<file path="src/third_io_port_pin_pkg.sv">
/*
  Package for the third-port pin function logic: register byte offsets,
  field positions, reset values and timing counts.
  Assumes a 32-bit APB slave where each register takes one aligned word.
*/
package third_io_port_pin_pkg;

  localparam int unsigned  PIN_COUNT     = 6;
  localparam int unsigned  CLK_HZ        = 50_000_000;
  localparam int unsigned  STATUS_BITS   = 4;

  // Register byte offsets.
  localparam logic [7:0]   OFS_PORT_DATA = 8'h00;
  localparam logic [7:0]   OFS_PORT_DIR  = 8'h04;
  localparam logic [7:0]   OFS_TIMER_CTL = 8'h08;
  localparam logic [7:0]   OFS_CLKO_CTL  = 8'h0c;
  localparam logic [7:0]   OFS_RSTO_CTL  = 8'h10;
  localparam logic [7:0]   OFS_IRQ_STAT  = 8'h14;
  localparam logic [7:0]   OFS_IRQ_MASK  = 8'h18;
  localparam logic [7:0]   OFS_PIN_LEVEL = 8'h1c;

  // Field positions.
  localparam int unsigned  TCTL_A_MODE   = 0;
  localparam int unsigned  TCTL_B_MODE   = 2;
  localparam int unsigned  CLKO_TA_EN    = 0;
  localparam int unsigned  CLKO_TB_EN    = 2;
  localparam int unsigned  CLKO_MC_EN    = 4;
  localparam int unsigned  CLKO_DIV_LO   = 5;
  localparam int unsigned  RSTO_LEVEL    = 0;
  localparam int unsigned  RSTO_RELEASE  = 1;
  localparam int unsigned  LEVEL_STRAP   = 8;

  // Status bit positions.
  localparam int unsigned  ST_IRQ_A      = 0;
  localparam int unsigned  ST_IRQ_B      = 1;
  localparam int unsigned  ST_IRQ_C      = 2;
  localparam int unsigned  ST_IRQ_D      = 3;

  // Pin positions.
  localparam int unsigned  PIN_TB_CLKO   = 0;
  localparam int unsigned  PIN_TB_CNT    = 1;
  localparam int unsigned  PIN_IRQ_A     = 2;
  localparam int unsigned  PIN_IRQ_B     = 3;
  localparam int unsigned  PIN_SHARED    = 4;
  localparam int unsigned  PIN_TA_CLKO   = 5;

  // Master clock divider select codes.
  localparam logic [1:0]   DIV_BY_1      = 2'h0;
  localparam logic [1:0]   DIV_BY_2      = 2'h1;
  localparam logic [1:0]   DIV_BY_4      = 2'h2;

  // Reset values.
  localparam logic [5:0]   RST_PORT_DATA = 6'h3f;
  localparam logic [5:0]   RST_PORT_DIR  = 6'h00;
  localparam logic [2:0]   RST_TIMER_CTL = 3'h0;
  localparam logic [6:0]   RST_CLKO_CTL  = 7'h00;
  localparam logic [1:0]   RST_RSTO_CTL  = 2'h0;
  localparam logic [3:0]   RST_IRQ_STAT  = 4'h0;
  localparam logic [3:0]   RST_IRQ_MASK  = 4'h0;

  // Reset pin must stay high for two machine cycles; one clock each.
  localparam int unsigned  RST_MIN_MCYC  = 2;
  localparam int unsigned  CLK_PER_MCYC  = 1;
  localparam logic [1:0]   RST_MIN_CLK   = 2'(RST_MIN_MCYC * CLK_PER_MCYC);

endpackage

</file>
<file path="src/pin_edge_detect.sv">
/*
  One pin sampler: registers a pin level and flags rising and falling edges.
  Assumes the pin input is already synchronous to pclk.
*/
module pin_edge_detect (
  input  wire logic pclk,
  input  wire logic presetn,
  input  wire logic pin_in,
  output logic      level_r,
  output logic      rise,
  output logic      fall
);

  logic             prev_r;
  logic             primed_r;

  // The first sample after reset loads both stages from the pin. A pin that
  // is low at release, such as the reset-state output, then gives no false edge.
  always_ff @(posedge pclk or negedge presetn) begin
    if (!presetn) begin
      level_r  <= 1'b1;
      prev_r   <= 1'b1;
      primed_r <= 1'b0;
    end else begin
      level_r  <= pin_in;
      prev_r   <= primed_r ? level_r : pin_in;
      primed_r <= 1'b1;
    end
  end

  assign rise = level_r & ~prev_r;
  assign fall = ~level_r & prev_r;

endmodule // pin_edge_detect

</file>
<file path="src/third_io_port_pin_function_logic.sv">
/*
  Pin function logic for the six shared third-port pins: general I/O,
  external interrupt edge detection with sticky status, power-down wake
  request, timer count inputs, timer and master clock outputs, reset input
  and reset-state output, with an APB register slave.
  Assumes pin inputs synchronous to pclk, a strap level that is stable at
  reset release, and timer clock outputs supplied by the timer block.
*/
// Added by the designer: the APB slave port and the placing of the registers.
// Overview of operation
// RL1: Edge mode one: irq a on falling edge only.
// RL2: Edge mode zero: irq a on both edges.
// RL3: Edge mode one: irq b on falling edge only.
// RL4: Edge mode zero: irq b on both edges.
// RL5: Qualifying irq b edge requests power-down wake.
// RL6: Irq c falling edge only, also wakes.
// RL7: Irq d falling edge only, also wakes.
// RL8: External reset held high two machine cycles.
// RL9: Reset-state pin low in reset, software raises.
// RL10: Master clock out divided by one, two, four.
// RL11: Control bit zero routes timer a clock out.
// RL12: Control bit routes timer b clock out.
// RL13: Pin bit one feeds timer b count.
// RL14: Shared reset pin feeds timer a count.
// RL15: Pins default to general purpose I/O bits.
// RL16: Reset input only when strap enables it.
// RL17: Edges set sticky pending flags until cleared.
// RL18: Alternate outputs off fall back to I/O.
module third_io_port_pin_function_logic (
  input  wire logic        pclk,
  input  wire logic        presetn,
  input  wire logic        psel,
  input  wire logic        penable,
  input  wire logic        pwrite,
  input  wire logic [7:0]  paddr,
  input  wire logic [31:0] pwdata,
  output logic      [31:0] prdata,
  output logic             pready,
  output logic             pslverr,
  input  wire logic [5:0]  pin_in,
  output logic      [5:0]  pin_out,
  output logic      [5:0]  pin_oe_n,
  input  wire logic        reset_pin_strap,
  input  wire logic        timer_a_clock_out,
  input  wire logic        timer_b_clock_out,
  output logic             timer_a_count_in,
  output logic             timer_b_count_in,
  output logic             pin_reset_req,
  output logic             wake_req,
  output logic      [3:0]  ext_irq_pending,
  output logic             irq
);

  logic [5:0]  port_data_r;
  logic [5:0]  port_dir_r;
  logic [2:0]  timer_control_reg_r;
  logic [6:0]  clock_output_control_reg_r;
  logic [1:0]  reset_out_ctl_r;
  logic [3:0]  irq_status_r;
  logic [3:0]  irq_status_nxt;
  logic [3:0]  irq_mask_r;
  logic [3:0]  irq_set;
  logic [5:0]  level;
  logic [5:0]  rise;
  logic [5:0]  fall;
  logic        strap_done_r;
  logic        reset_pin_en_r;
  logic [1:0]  rst_high_cnt_r;
  logic [1:0]  div_cnt_r;
  logic        master_clock_out;
  logic        wr_en;
  logic        rd_setup;
  logic        addr_ok;
  logic        ext_irq_a;
  logic        ext_irq_b;
  logic        ext_irq_c;
  logic        ext_irq_d;

  // Qualifies a pin edge for an interrupt with selectable edge mode.
  function automatic logic edge_qualify(input logic fall_only, input logic r,
                                        input logic f);
    edge_qualify = f | (r & ~fall_only);
  endfunction

  // Address decode shared by the write enable and the error answer.
  function automatic logic addr_mapped(input logic [7:0] a);
    unique case (a)
      third_io_port_pin_pkg::OFS_PORT_DATA,
      third_io_port_pin_pkg::OFS_PORT_DIR,
      third_io_port_pin_pkg::OFS_TIMER_CTL,
      third_io_port_pin_pkg::OFS_CLKO_CTL,
      third_io_port_pin_pkg::OFS_RSTO_CTL,
      third_io_port_pin_pkg::OFS_IRQ_STAT,
      third_io_port_pin_pkg::OFS_IRQ_MASK,
      third_io_port_pin_pkg::OFS_PIN_LEVEL: addr_mapped = 1'b1;
      default:                      addr_mapped = 1'b0;
    endcase
  endfunction

  genvar g;
  generate
    for (g = 0; g < third_io_port_pin_pkg::PIN_COUNT; g++) begin : g_pin
      pin_edge_detect u_edge (
        .pclk    (pclk),
        .presetn (presetn),
        .pin_in  (pin_in[g]),
        .level_r (level[g]),
        .rise    (rise[g]),
        .fall    (fall[g])
      );
    end
  endgenerate

  // APB slave: zero wait states, error on an unmapped offset.
  assign addr_ok  = addr_mapped(paddr);
  assign wr_en    = psel & penable & pwrite & addr_ok;
  assign rd_setup = psel & ~penable & ~pwrite;
  assign pready   = 1'b1;
  assign pslverr  = psel & penable & ~addr_ok;

  // Read data is captured in the setup cycle and held through the access.
  always_ff @(posedge pclk or negedge presetn) begin
    if (!presetn) begin
      prdata <= 32'h0000_0000;
    end else if (rd_setup) begin
      unique case (paddr)
        third_io_port_pin_pkg::OFS_PORT_DATA: prdata <= {26'h0, port_data_r};
        third_io_port_pin_pkg::OFS_PORT_DIR:  prdata <= {26'h0, port_dir_r};
        third_io_port_pin_pkg::OFS_TIMER_CTL: prdata <= {29'h0, timer_control_reg_r};
        third_io_port_pin_pkg::OFS_CLKO_CTL:  prdata <= {25'h0, clock_output_control_reg_r};
        third_io_port_pin_pkg::OFS_RSTO_CTL:  prdata <= {30'h0, reset_out_ctl_r};
        third_io_port_pin_pkg::OFS_IRQ_STAT:  prdata <= {28'h0, irq_status_r};
        third_io_port_pin_pkg::OFS_IRQ_MASK:  prdata <= {28'h0, irq_mask_r};
        third_io_port_pin_pkg::OFS_PIN_LEVEL: prdata <= {23'h0, reset_pin_en_r, 2'h0, level};
        default:                      prdata <= 32'h0000_0000;
      endcase
    end
  end

  // Control registers; alternate output enables clear on reset.
  always_ff @(posedge pclk or negedge presetn) begin
    if (!presetn) begin
      port_data_r                <= third_io_port_pin_pkg::RST_PORT_DATA;
      port_dir_r                 <= third_io_port_pin_pkg::RST_PORT_DIR;
      timer_control_reg_r        <= third_io_port_pin_pkg::RST_TIMER_CTL;
      clock_output_control_reg_r <= third_io_port_pin_pkg::RST_CLKO_CTL; // RL18
      reset_out_ctl_r            <= third_io_port_pin_pkg::RST_RSTO_CTL; // RL9
      irq_mask_r                 <= third_io_port_pin_pkg::RST_IRQ_MASK;
    end else if (wr_en) begin
      unique case (paddr)
        third_io_port_pin_pkg::OFS_PORT_DATA: port_data_r <= pwdata[5:0];
        third_io_port_pin_pkg::OFS_PORT_DIR:  port_dir_r <= pwdata[5:0];
        third_io_port_pin_pkg::OFS_TIMER_CTL: begin
          timer_control_reg_r <= {pwdata[third_io_port_pin_pkg::TCTL_B_MODE], 1'b0,
                                  pwdata[third_io_port_pin_pkg::TCTL_A_MODE]};
        end
        third_io_port_pin_pkg::OFS_CLKO_CTL:  clock_output_control_reg_r <= pwdata[6:0];
        third_io_port_pin_pkg::OFS_RSTO_CTL:  reset_out_ctl_r <= pwdata[1:0]; // RL9
        third_io_port_pin_pkg::OFS_IRQ_MASK:  irq_mask_r <= pwdata[3:0];
        default: begin
        end
      endcase
    end
  end

  // Interrupt edge qualification.
  assign ext_irq_a = edge_qualify(timer_control_reg_r[third_io_port_pin_pkg::TCTL_A_MODE],
                                  rise[third_io_port_pin_pkg::PIN_IRQ_A],
                                  fall[third_io_port_pin_pkg::PIN_IRQ_A]); // RL1 RL2
  assign ext_irq_b = edge_qualify(timer_control_reg_r[third_io_port_pin_pkg::TCTL_B_MODE],
                                  rise[third_io_port_pin_pkg::PIN_IRQ_B],
                                  fall[third_io_port_pin_pkg::PIN_IRQ_B]); // RL3 RL4
  assign ext_irq_c = fall[third_io_port_pin_pkg::PIN_SHARED]; // RL6
  assign ext_irq_d = fall[third_io_port_pin_pkg::PIN_TA_CLKO]; // RL7
  assign irq_set   = {ext_irq_d, ext_irq_c, ext_irq_b, ext_irq_a};

  // A new edge in the cycle of a write-one clear keeps the flag set.
  always_comb begin
    irq_status_nxt = irq_status_r;
    if (wr_en && paddr == third_io_port_pin_pkg::OFS_IRQ_STAT) begin
      irq_status_nxt = irq_status_r & ~pwdata[3:0];
    end
    irq_status_nxt = irq_status_nxt | irq_set; // RL17
  end

  always_ff @(posedge pclk or negedge presetn) begin
    if (!presetn) begin
      irq_status_r <= third_io_port_pin_pkg::RST_IRQ_STAT;
    end else begin
      irq_status_r <= irq_status_nxt; // RL17
    end
  end

  assign ext_irq_pending = irq_status_r;
  assign irq             = |(irq_status_r & irq_mask_r);

  // Wake is requested regardless of the mask, since the core is stopped.
  always_ff @(posedge pclk or negedge presetn) begin
    if (!presetn) begin
      wake_req <= 1'b0;
    end else begin
      wake_req <= ext_irq_b | ext_irq_c | ext_irq_d; // RL5 RL6 RL7
    end
  end

  // The strap is caught on the first clock after reset release.
  always_ff @(posedge pclk or negedge presetn) begin
    if (!presetn) begin
      strap_done_r   <= 1'b0;
      reset_pin_en_r <= 1'b0;
    end else if (!strap_done_r) begin
      strap_done_r   <= 1'b1;
      reset_pin_en_r <= reset_pin_strap; // RL16
    end
  end

  // Shorter high pulses are treated as noise and never reset the device.
  always_ff @(posedge pclk or negedge presetn) begin
    if (!presetn) begin
      rst_high_cnt_r <= 2'h0;
    end else if (!reset_pin_en_r || !level[third_io_port_pin_pkg::PIN_SHARED]) begin
      rst_high_cnt_r <= 2'h0;
    end else if (rst_high_cnt_r != third_io_port_pin_pkg::RST_MIN_CLK) begin
      rst_high_cnt_r <= rst_high_cnt_r + 2'h1; // RL8
    end
  end

  assign pin_reset_req = reset_pin_en_r && (rst_high_cnt_r == third_io_port_pin_pkg::RST_MIN_CLK);

  // Master clock divider; the divide-by-one path passes pclk itself.
  always_ff @(posedge pclk or negedge presetn) begin
    if (!presetn) begin
      div_cnt_r <= 2'h0;
    end else begin
      div_cnt_r <= div_cnt_r + 2'h1; // RL10
    end
  end

  always_comb begin
    unique case (clock_output_control_reg_r[third_io_port_pin_pkg::CLKO_DIV_LO +: 2])
      third_io_port_pin_pkg::DIV_BY_2: master_clock_out = div_cnt_r[0]; // RL10
      third_io_port_pin_pkg::DIV_BY_4: master_clock_out = div_cnt_r[1]; // RL10
      default:                 master_clock_out = pclk; // RL10
    endcase
  end

  // Count inputs follow the sampled pins; the timers pick their own mode.
  assign timer_b_count_in = level[third_io_port_pin_pkg::PIN_TB_CNT]; // RL13
  assign timer_a_count_in = level[third_io_port_pin_pkg::PIN_SHARED]; // RL14

  // Pin output selection; every pin falls back to its port bit.
  always_comb begin
    pin_out  = port_data_r; // RL15
    pin_oe_n = ~port_dir_r; // RL15
    if (clock_output_control_reg_r[third_io_port_pin_pkg::CLKO_TB_EN]) begin
      pin_out[third_io_port_pin_pkg::PIN_TB_CLKO]  = timer_b_clock_out; // RL12
      pin_oe_n[third_io_port_pin_pkg::PIN_TB_CLKO] = 1'b0; // RL12
    end
    if (!reset_out_ctl_r[third_io_port_pin_pkg::RSTO_RELEASE]) begin
      pin_out[third_io_port_pin_pkg::PIN_IRQ_B]  = reset_out_ctl_r[third_io_port_pin_pkg::RSTO_LEVEL]; // RL9
      pin_oe_n[third_io_port_pin_pkg::PIN_IRQ_B] = 1'b0; // RL9
    end
    if (reset_pin_en_r) begin
      pin_oe_n[third_io_port_pin_pkg::PIN_SHARED] = 1'b1; // RL16
    end else if (clock_output_control_reg_r[third_io_port_pin_pkg::CLKO_MC_EN]) begin
      pin_out[third_io_port_pin_pkg::PIN_SHARED]  = master_clock_out; // RL10
      pin_oe_n[third_io_port_pin_pkg::PIN_SHARED] = 1'b0; // RL10
    end
    if (clock_output_control_reg_r[third_io_port_pin_pkg::CLKO_TA_EN]) begin
      pin_out[third_io_port_pin_pkg::PIN_TA_CLKO]  = timer_a_clock_out; // RL11
      pin_oe_n[third_io_port_pin_pkg::PIN_TA_CLKO] = 1'b0; // RL11
    end
  end
endmodule // third_io_port_pin_function_logic

</file>
<file path="config.mk">
export PLATFORM = sky130hd
export DESIGN_NAME = third_io_port_pin_function_logic
export DESIGN_NICKNAME = d
export VERILOG_FILES = /design/src/third_io_port_pin_pkg.sv /design/src/pin_edge_detect.sv /design/src/third_io_port_pin_function_logic.sv
export SDC_FILE = /design/constraint.sdc
export NUM_CORES = 1
export LEC_CHECK = 0
export BUFFER_PORTS_ARGS = -buffer_cell sky130_fd_sc_hd__buf_4
export CAP_MARGIN = 10
export CORE_ASPECT_RATIO = 0.8
export CORE_MARGIN = 1
export CORE_UTILIZATION = 30
export DETAILED_ROUTE_END_ITERATION = 6
export GPL_TIMING_DRIVEN = 0
export SLEW_MARGIN = 10
export SYNTH_ARGS = -nofsm -noshare
export SYNTH_HDL_FRONTEND = slang
export SYNTH_SLANG_ARGS = --single-unit
</file>
<file path="constraint.sdc">
create_clock -name pclk -period 1.67 [get_ports pclk]
set_clock_uncertainty 0.2 [all_clocks]
set_input_delay 0.167 -clock pclk [delete_from_list [all_inputs] [get_ports pclk]]
set_output_delay 0.167 -clock pclk [all_outputs]
set_load 0.02 [all_outputs]
</file>
==> impl_metrics.toml <==
[cells_and_area]
syn2layout_area_growth_pct = 53.5
fin_nets = 429
multi_input_area_um2 = 1450
layout_common_cells = "91 x buf_4, 38 x dfrtp_1, 30 x mux2_4"
postLayoutCoreUtil_pct = 47.9
mostFrequentLayoutCell = "buf_4"
drive_gt1_share_pct = 53.6
n_antenna_cell = 0
fillCellCount = 850
register_area_um2 = 1420

[pwr]
p_per_area_nw_per_um2 = 762
p_leak_nw = 2.08
max-vdd-ir-drop_uv = 544

[clock_tree]
cts_tree = "done"
clk_latency_ns = 0.41
clkTransAtPathRegs_ns = 0.07

[yosys]
yosysTopAreaCellShare_pct = 35.0
ys_seq_area_share_pct = 49.7
yosysTopAreaCell = "dfrtp_1"
synth-seq-cells = 56
synth_cells = 239
synth_async_sr_flop_share_pct = 100
synth-edff-count = 0
ys_top_cells_by_area = "dfrtp_1 35%, mux2_2 15%, dfstp_2 15%"
postSynthAreaPerCell_um2 = 12.0
synth_ff_type = "dfrtp_1"
yosysUniqueCellTypes = 46
syn-cell-area_um2 = 2860
ys_warn_count = 0

[floorplan]
num_rows = 31
die_w_um = 111
core_um2 = 9150
ios = 109
die_h_um = 89.3
start_util_pct = 31.2
die-area_um2 = 9930

[detailed_routing]
wl_um = 7740
avgRoutedWirePerCell_um = 15.9
drt-pass1-iter-count = 7
vias_per_cell = 4.67
drc = 18
antenna_left = 0
drt-initial-drc-count = 169
vias = 2280

[sta]
rsz0062_at_grt = "true"
finalHoldViolCount = 0
fmax_ghz = 0.497
setup_tns_ns = -2.23
tightestPinTransition_ns = 0.695
slew-limit-headroom_pct = 53.6
slew_violations = 0
period_needed_ns = 2.01
setup_viol_count_final = 27
fin_crit_sh_pct = 121
worst_slack_ns = -0.343

[setup_path]
cpMaxStageDelayCell = "dfrtp_1"
crit_fanout = 3
timing.reg2reg.setup_slack_ns = 0.06
critPathMaxStageDelay_ns = 0.41
crit_start = "clock_output_control_reg_r[5]$_DFFE_PN0P_"
crit_type = "reg -> out"
cp-start-kind = "flop"
reg2reg_from = "ext_irq_pending[1]$_DFF_PN0_"
arrival_ns = 1.65
required_ns = 1.30
worstPathCellList = "inv_1, ha_4, nor2_1, a21oi_2, o31ai_2, buf_4"
cp-end-kind = "primary output"

[global_routing]
grt_antenna_before_repair = 0
grt_overflow = 0
grt_pass1_wl_um = 12000
grt_max_degree = 57
grt_pass1_vias = 2227
grtUsageTotal_pct = 16.4

[outcome]
status = "finished with violations"
violations = "design-rule violations, negative setup slack"

[worst_hold_path]
min-delay-start = "paddr[4]"
min_path_type = "in -> reg"

[placement]
dp_hpwl_um = 5100
place.gp.congestion = 0.841
portBuffers = 56
pre_cts_ws_ns = -0.714

[flow_run]
drv_cap = 0
## per-stage QoR
step / cells / hold WS, ns / instance area (um2) / power (mW)
5_1_grt: 488 / 0.0853 / 4390 / 3.48
6_report: 488 / 0.0479 / 4390 / 3.35
4_1_cts: 484 / 0.0172 / 4300 / 3.37
3_5_place_dp: 434 / 0.0646 / 3530 / 1.85
3_3_place_gp: 434 / 0.0622 / 3530 / 1.84
2_1_floorplan: 263 / -0.329 / 2960 / 1.70
## worst max-delay path: cells and delay by family (launching register included)
| kind | cells | cell delay, ns |
|---|---|---|
| buffers and inverters | 2 | 0.27 |
| AND/OR/NAND/NOR | 1 | 0.13 |
| flip-flops | 1 | 0.41 |
| adder cells (fa/ha/maj) | 1 | 0.20 |
| AO/OA/AOI/OAI | 2 | 0.22 |
## where the power goes
group	internal [mW]	switching (mW)	total [mW]
Combinational	0.220	0.234	0.454
Clock	0.913	0.542	1.45
Sequential	1.41	0.0320	1.44
Total	2.54	0.808	3.35
## registers in the layout, indices dropped and copies added (netlist names), 2 cells and up
register,count
prdata,8
clock_output_control_reg_r,7
g_pin.u_edge.level_r,6
port_data_r,6
port_dir_r,6
ext_irq_pending,4
g_pin.u_edge.prev_r,4
irq_mask_r,4
div_cnt_r,2
reset_out_ctl_r,2
rst_high_cnt_r,2
timer_control_reg_r,2
## cell families after synthesis
logic type	after synthesis	synth area share (%)
AOI/OAI and AO/OA	32	8.14
xor gates and xnor gates	2	0.613
adders and majority gates	3	1.31
buffers and inverters	47	10.0
DFF	56	49.7
muxes	47	19.4
other	2	0.263
and+or+nand+nor	50	10.5
## cell type report
| cell class | count | area share [%] |
|---|---|---|
| Buffer | 34 | 5.67 |
| Sequential cell | 56 | 32.4 |
| Tap cell | 115 | 3.28 |
| Clock inverter | 2 | 0.228 |
| Timing Repair Buffer | 98 | 19.2 |
| Clock buffer | 10 | 5.05 |
| Inverter | 13 | 1.11 |
| Multi-Input combinational cell | 160 | 33.1 |
## cells in the mapped netlist, types with 2 or more instances
master and count:
clkbuf_1 5, nor4_1 4, a22oi_1 5, nand4_1 3, conb_1 2, nor3_4 2, o21ai_0 6, nor2b_1 2
a221oi_1 2, nand2b_1 2, o31ai_1 3, inv_1 13, mux4_2 3, ha_1 3, mux2_2 38, dfstp_2 16
o221ai_1 3, nand2_1 16, dfrtp_1 40, nor2_1 10, xor2_1 2, a21oi_1 4, buf_4 27, mux2i_1 6
## path summary, 6_finish.rpt
kind                                                           end  cells past startpoint
worst max-delay path                                    pin_out[4]                      6
worst min-delay path                         prdata[6]$_DFFE_PN0P_                      4
worst max register to register               prdata[1]$_DFFE_PN0P_                      4
worst min register to register               prdata[4]$_DFFE_PN0P_                      2
max in group asynchronous             ext_irq_pending[1]$_DFF_PN0_                      2
min in group asynchronous       g_pin[3].u_edge.primed_r$_DFF_PN0_                      2
## per-layer routing
metal / track usage, % / vias to the layer above / share of wire (%) / routed length (um)
met4: 8.85 / 0 / 2.8 / 213
met5: 0 / - / 0 / 0
met1: 21.6 / 1114 / 46 / 3530
met3: 4.61 / 17 / 5.5 / 423
met2: 24.9 / 83 / 46 / 3580
li1: - / 1066 / - / -
## timing repair
| action | in CTS | in global routing |
|---|---|---|
| hold buffers | 21 | 1 |
| gates resized for setup | 51 | 16 |
| pin swaps | 12 | 13 |
| setup buffers | 17 | 4 |
| endpoints found under the setup margin | 39 | 37 |
| endpoints found under the hold margin | 86 | 1 |
| cloned | 1 | 0 |
(Power assumes the default switching activity.)
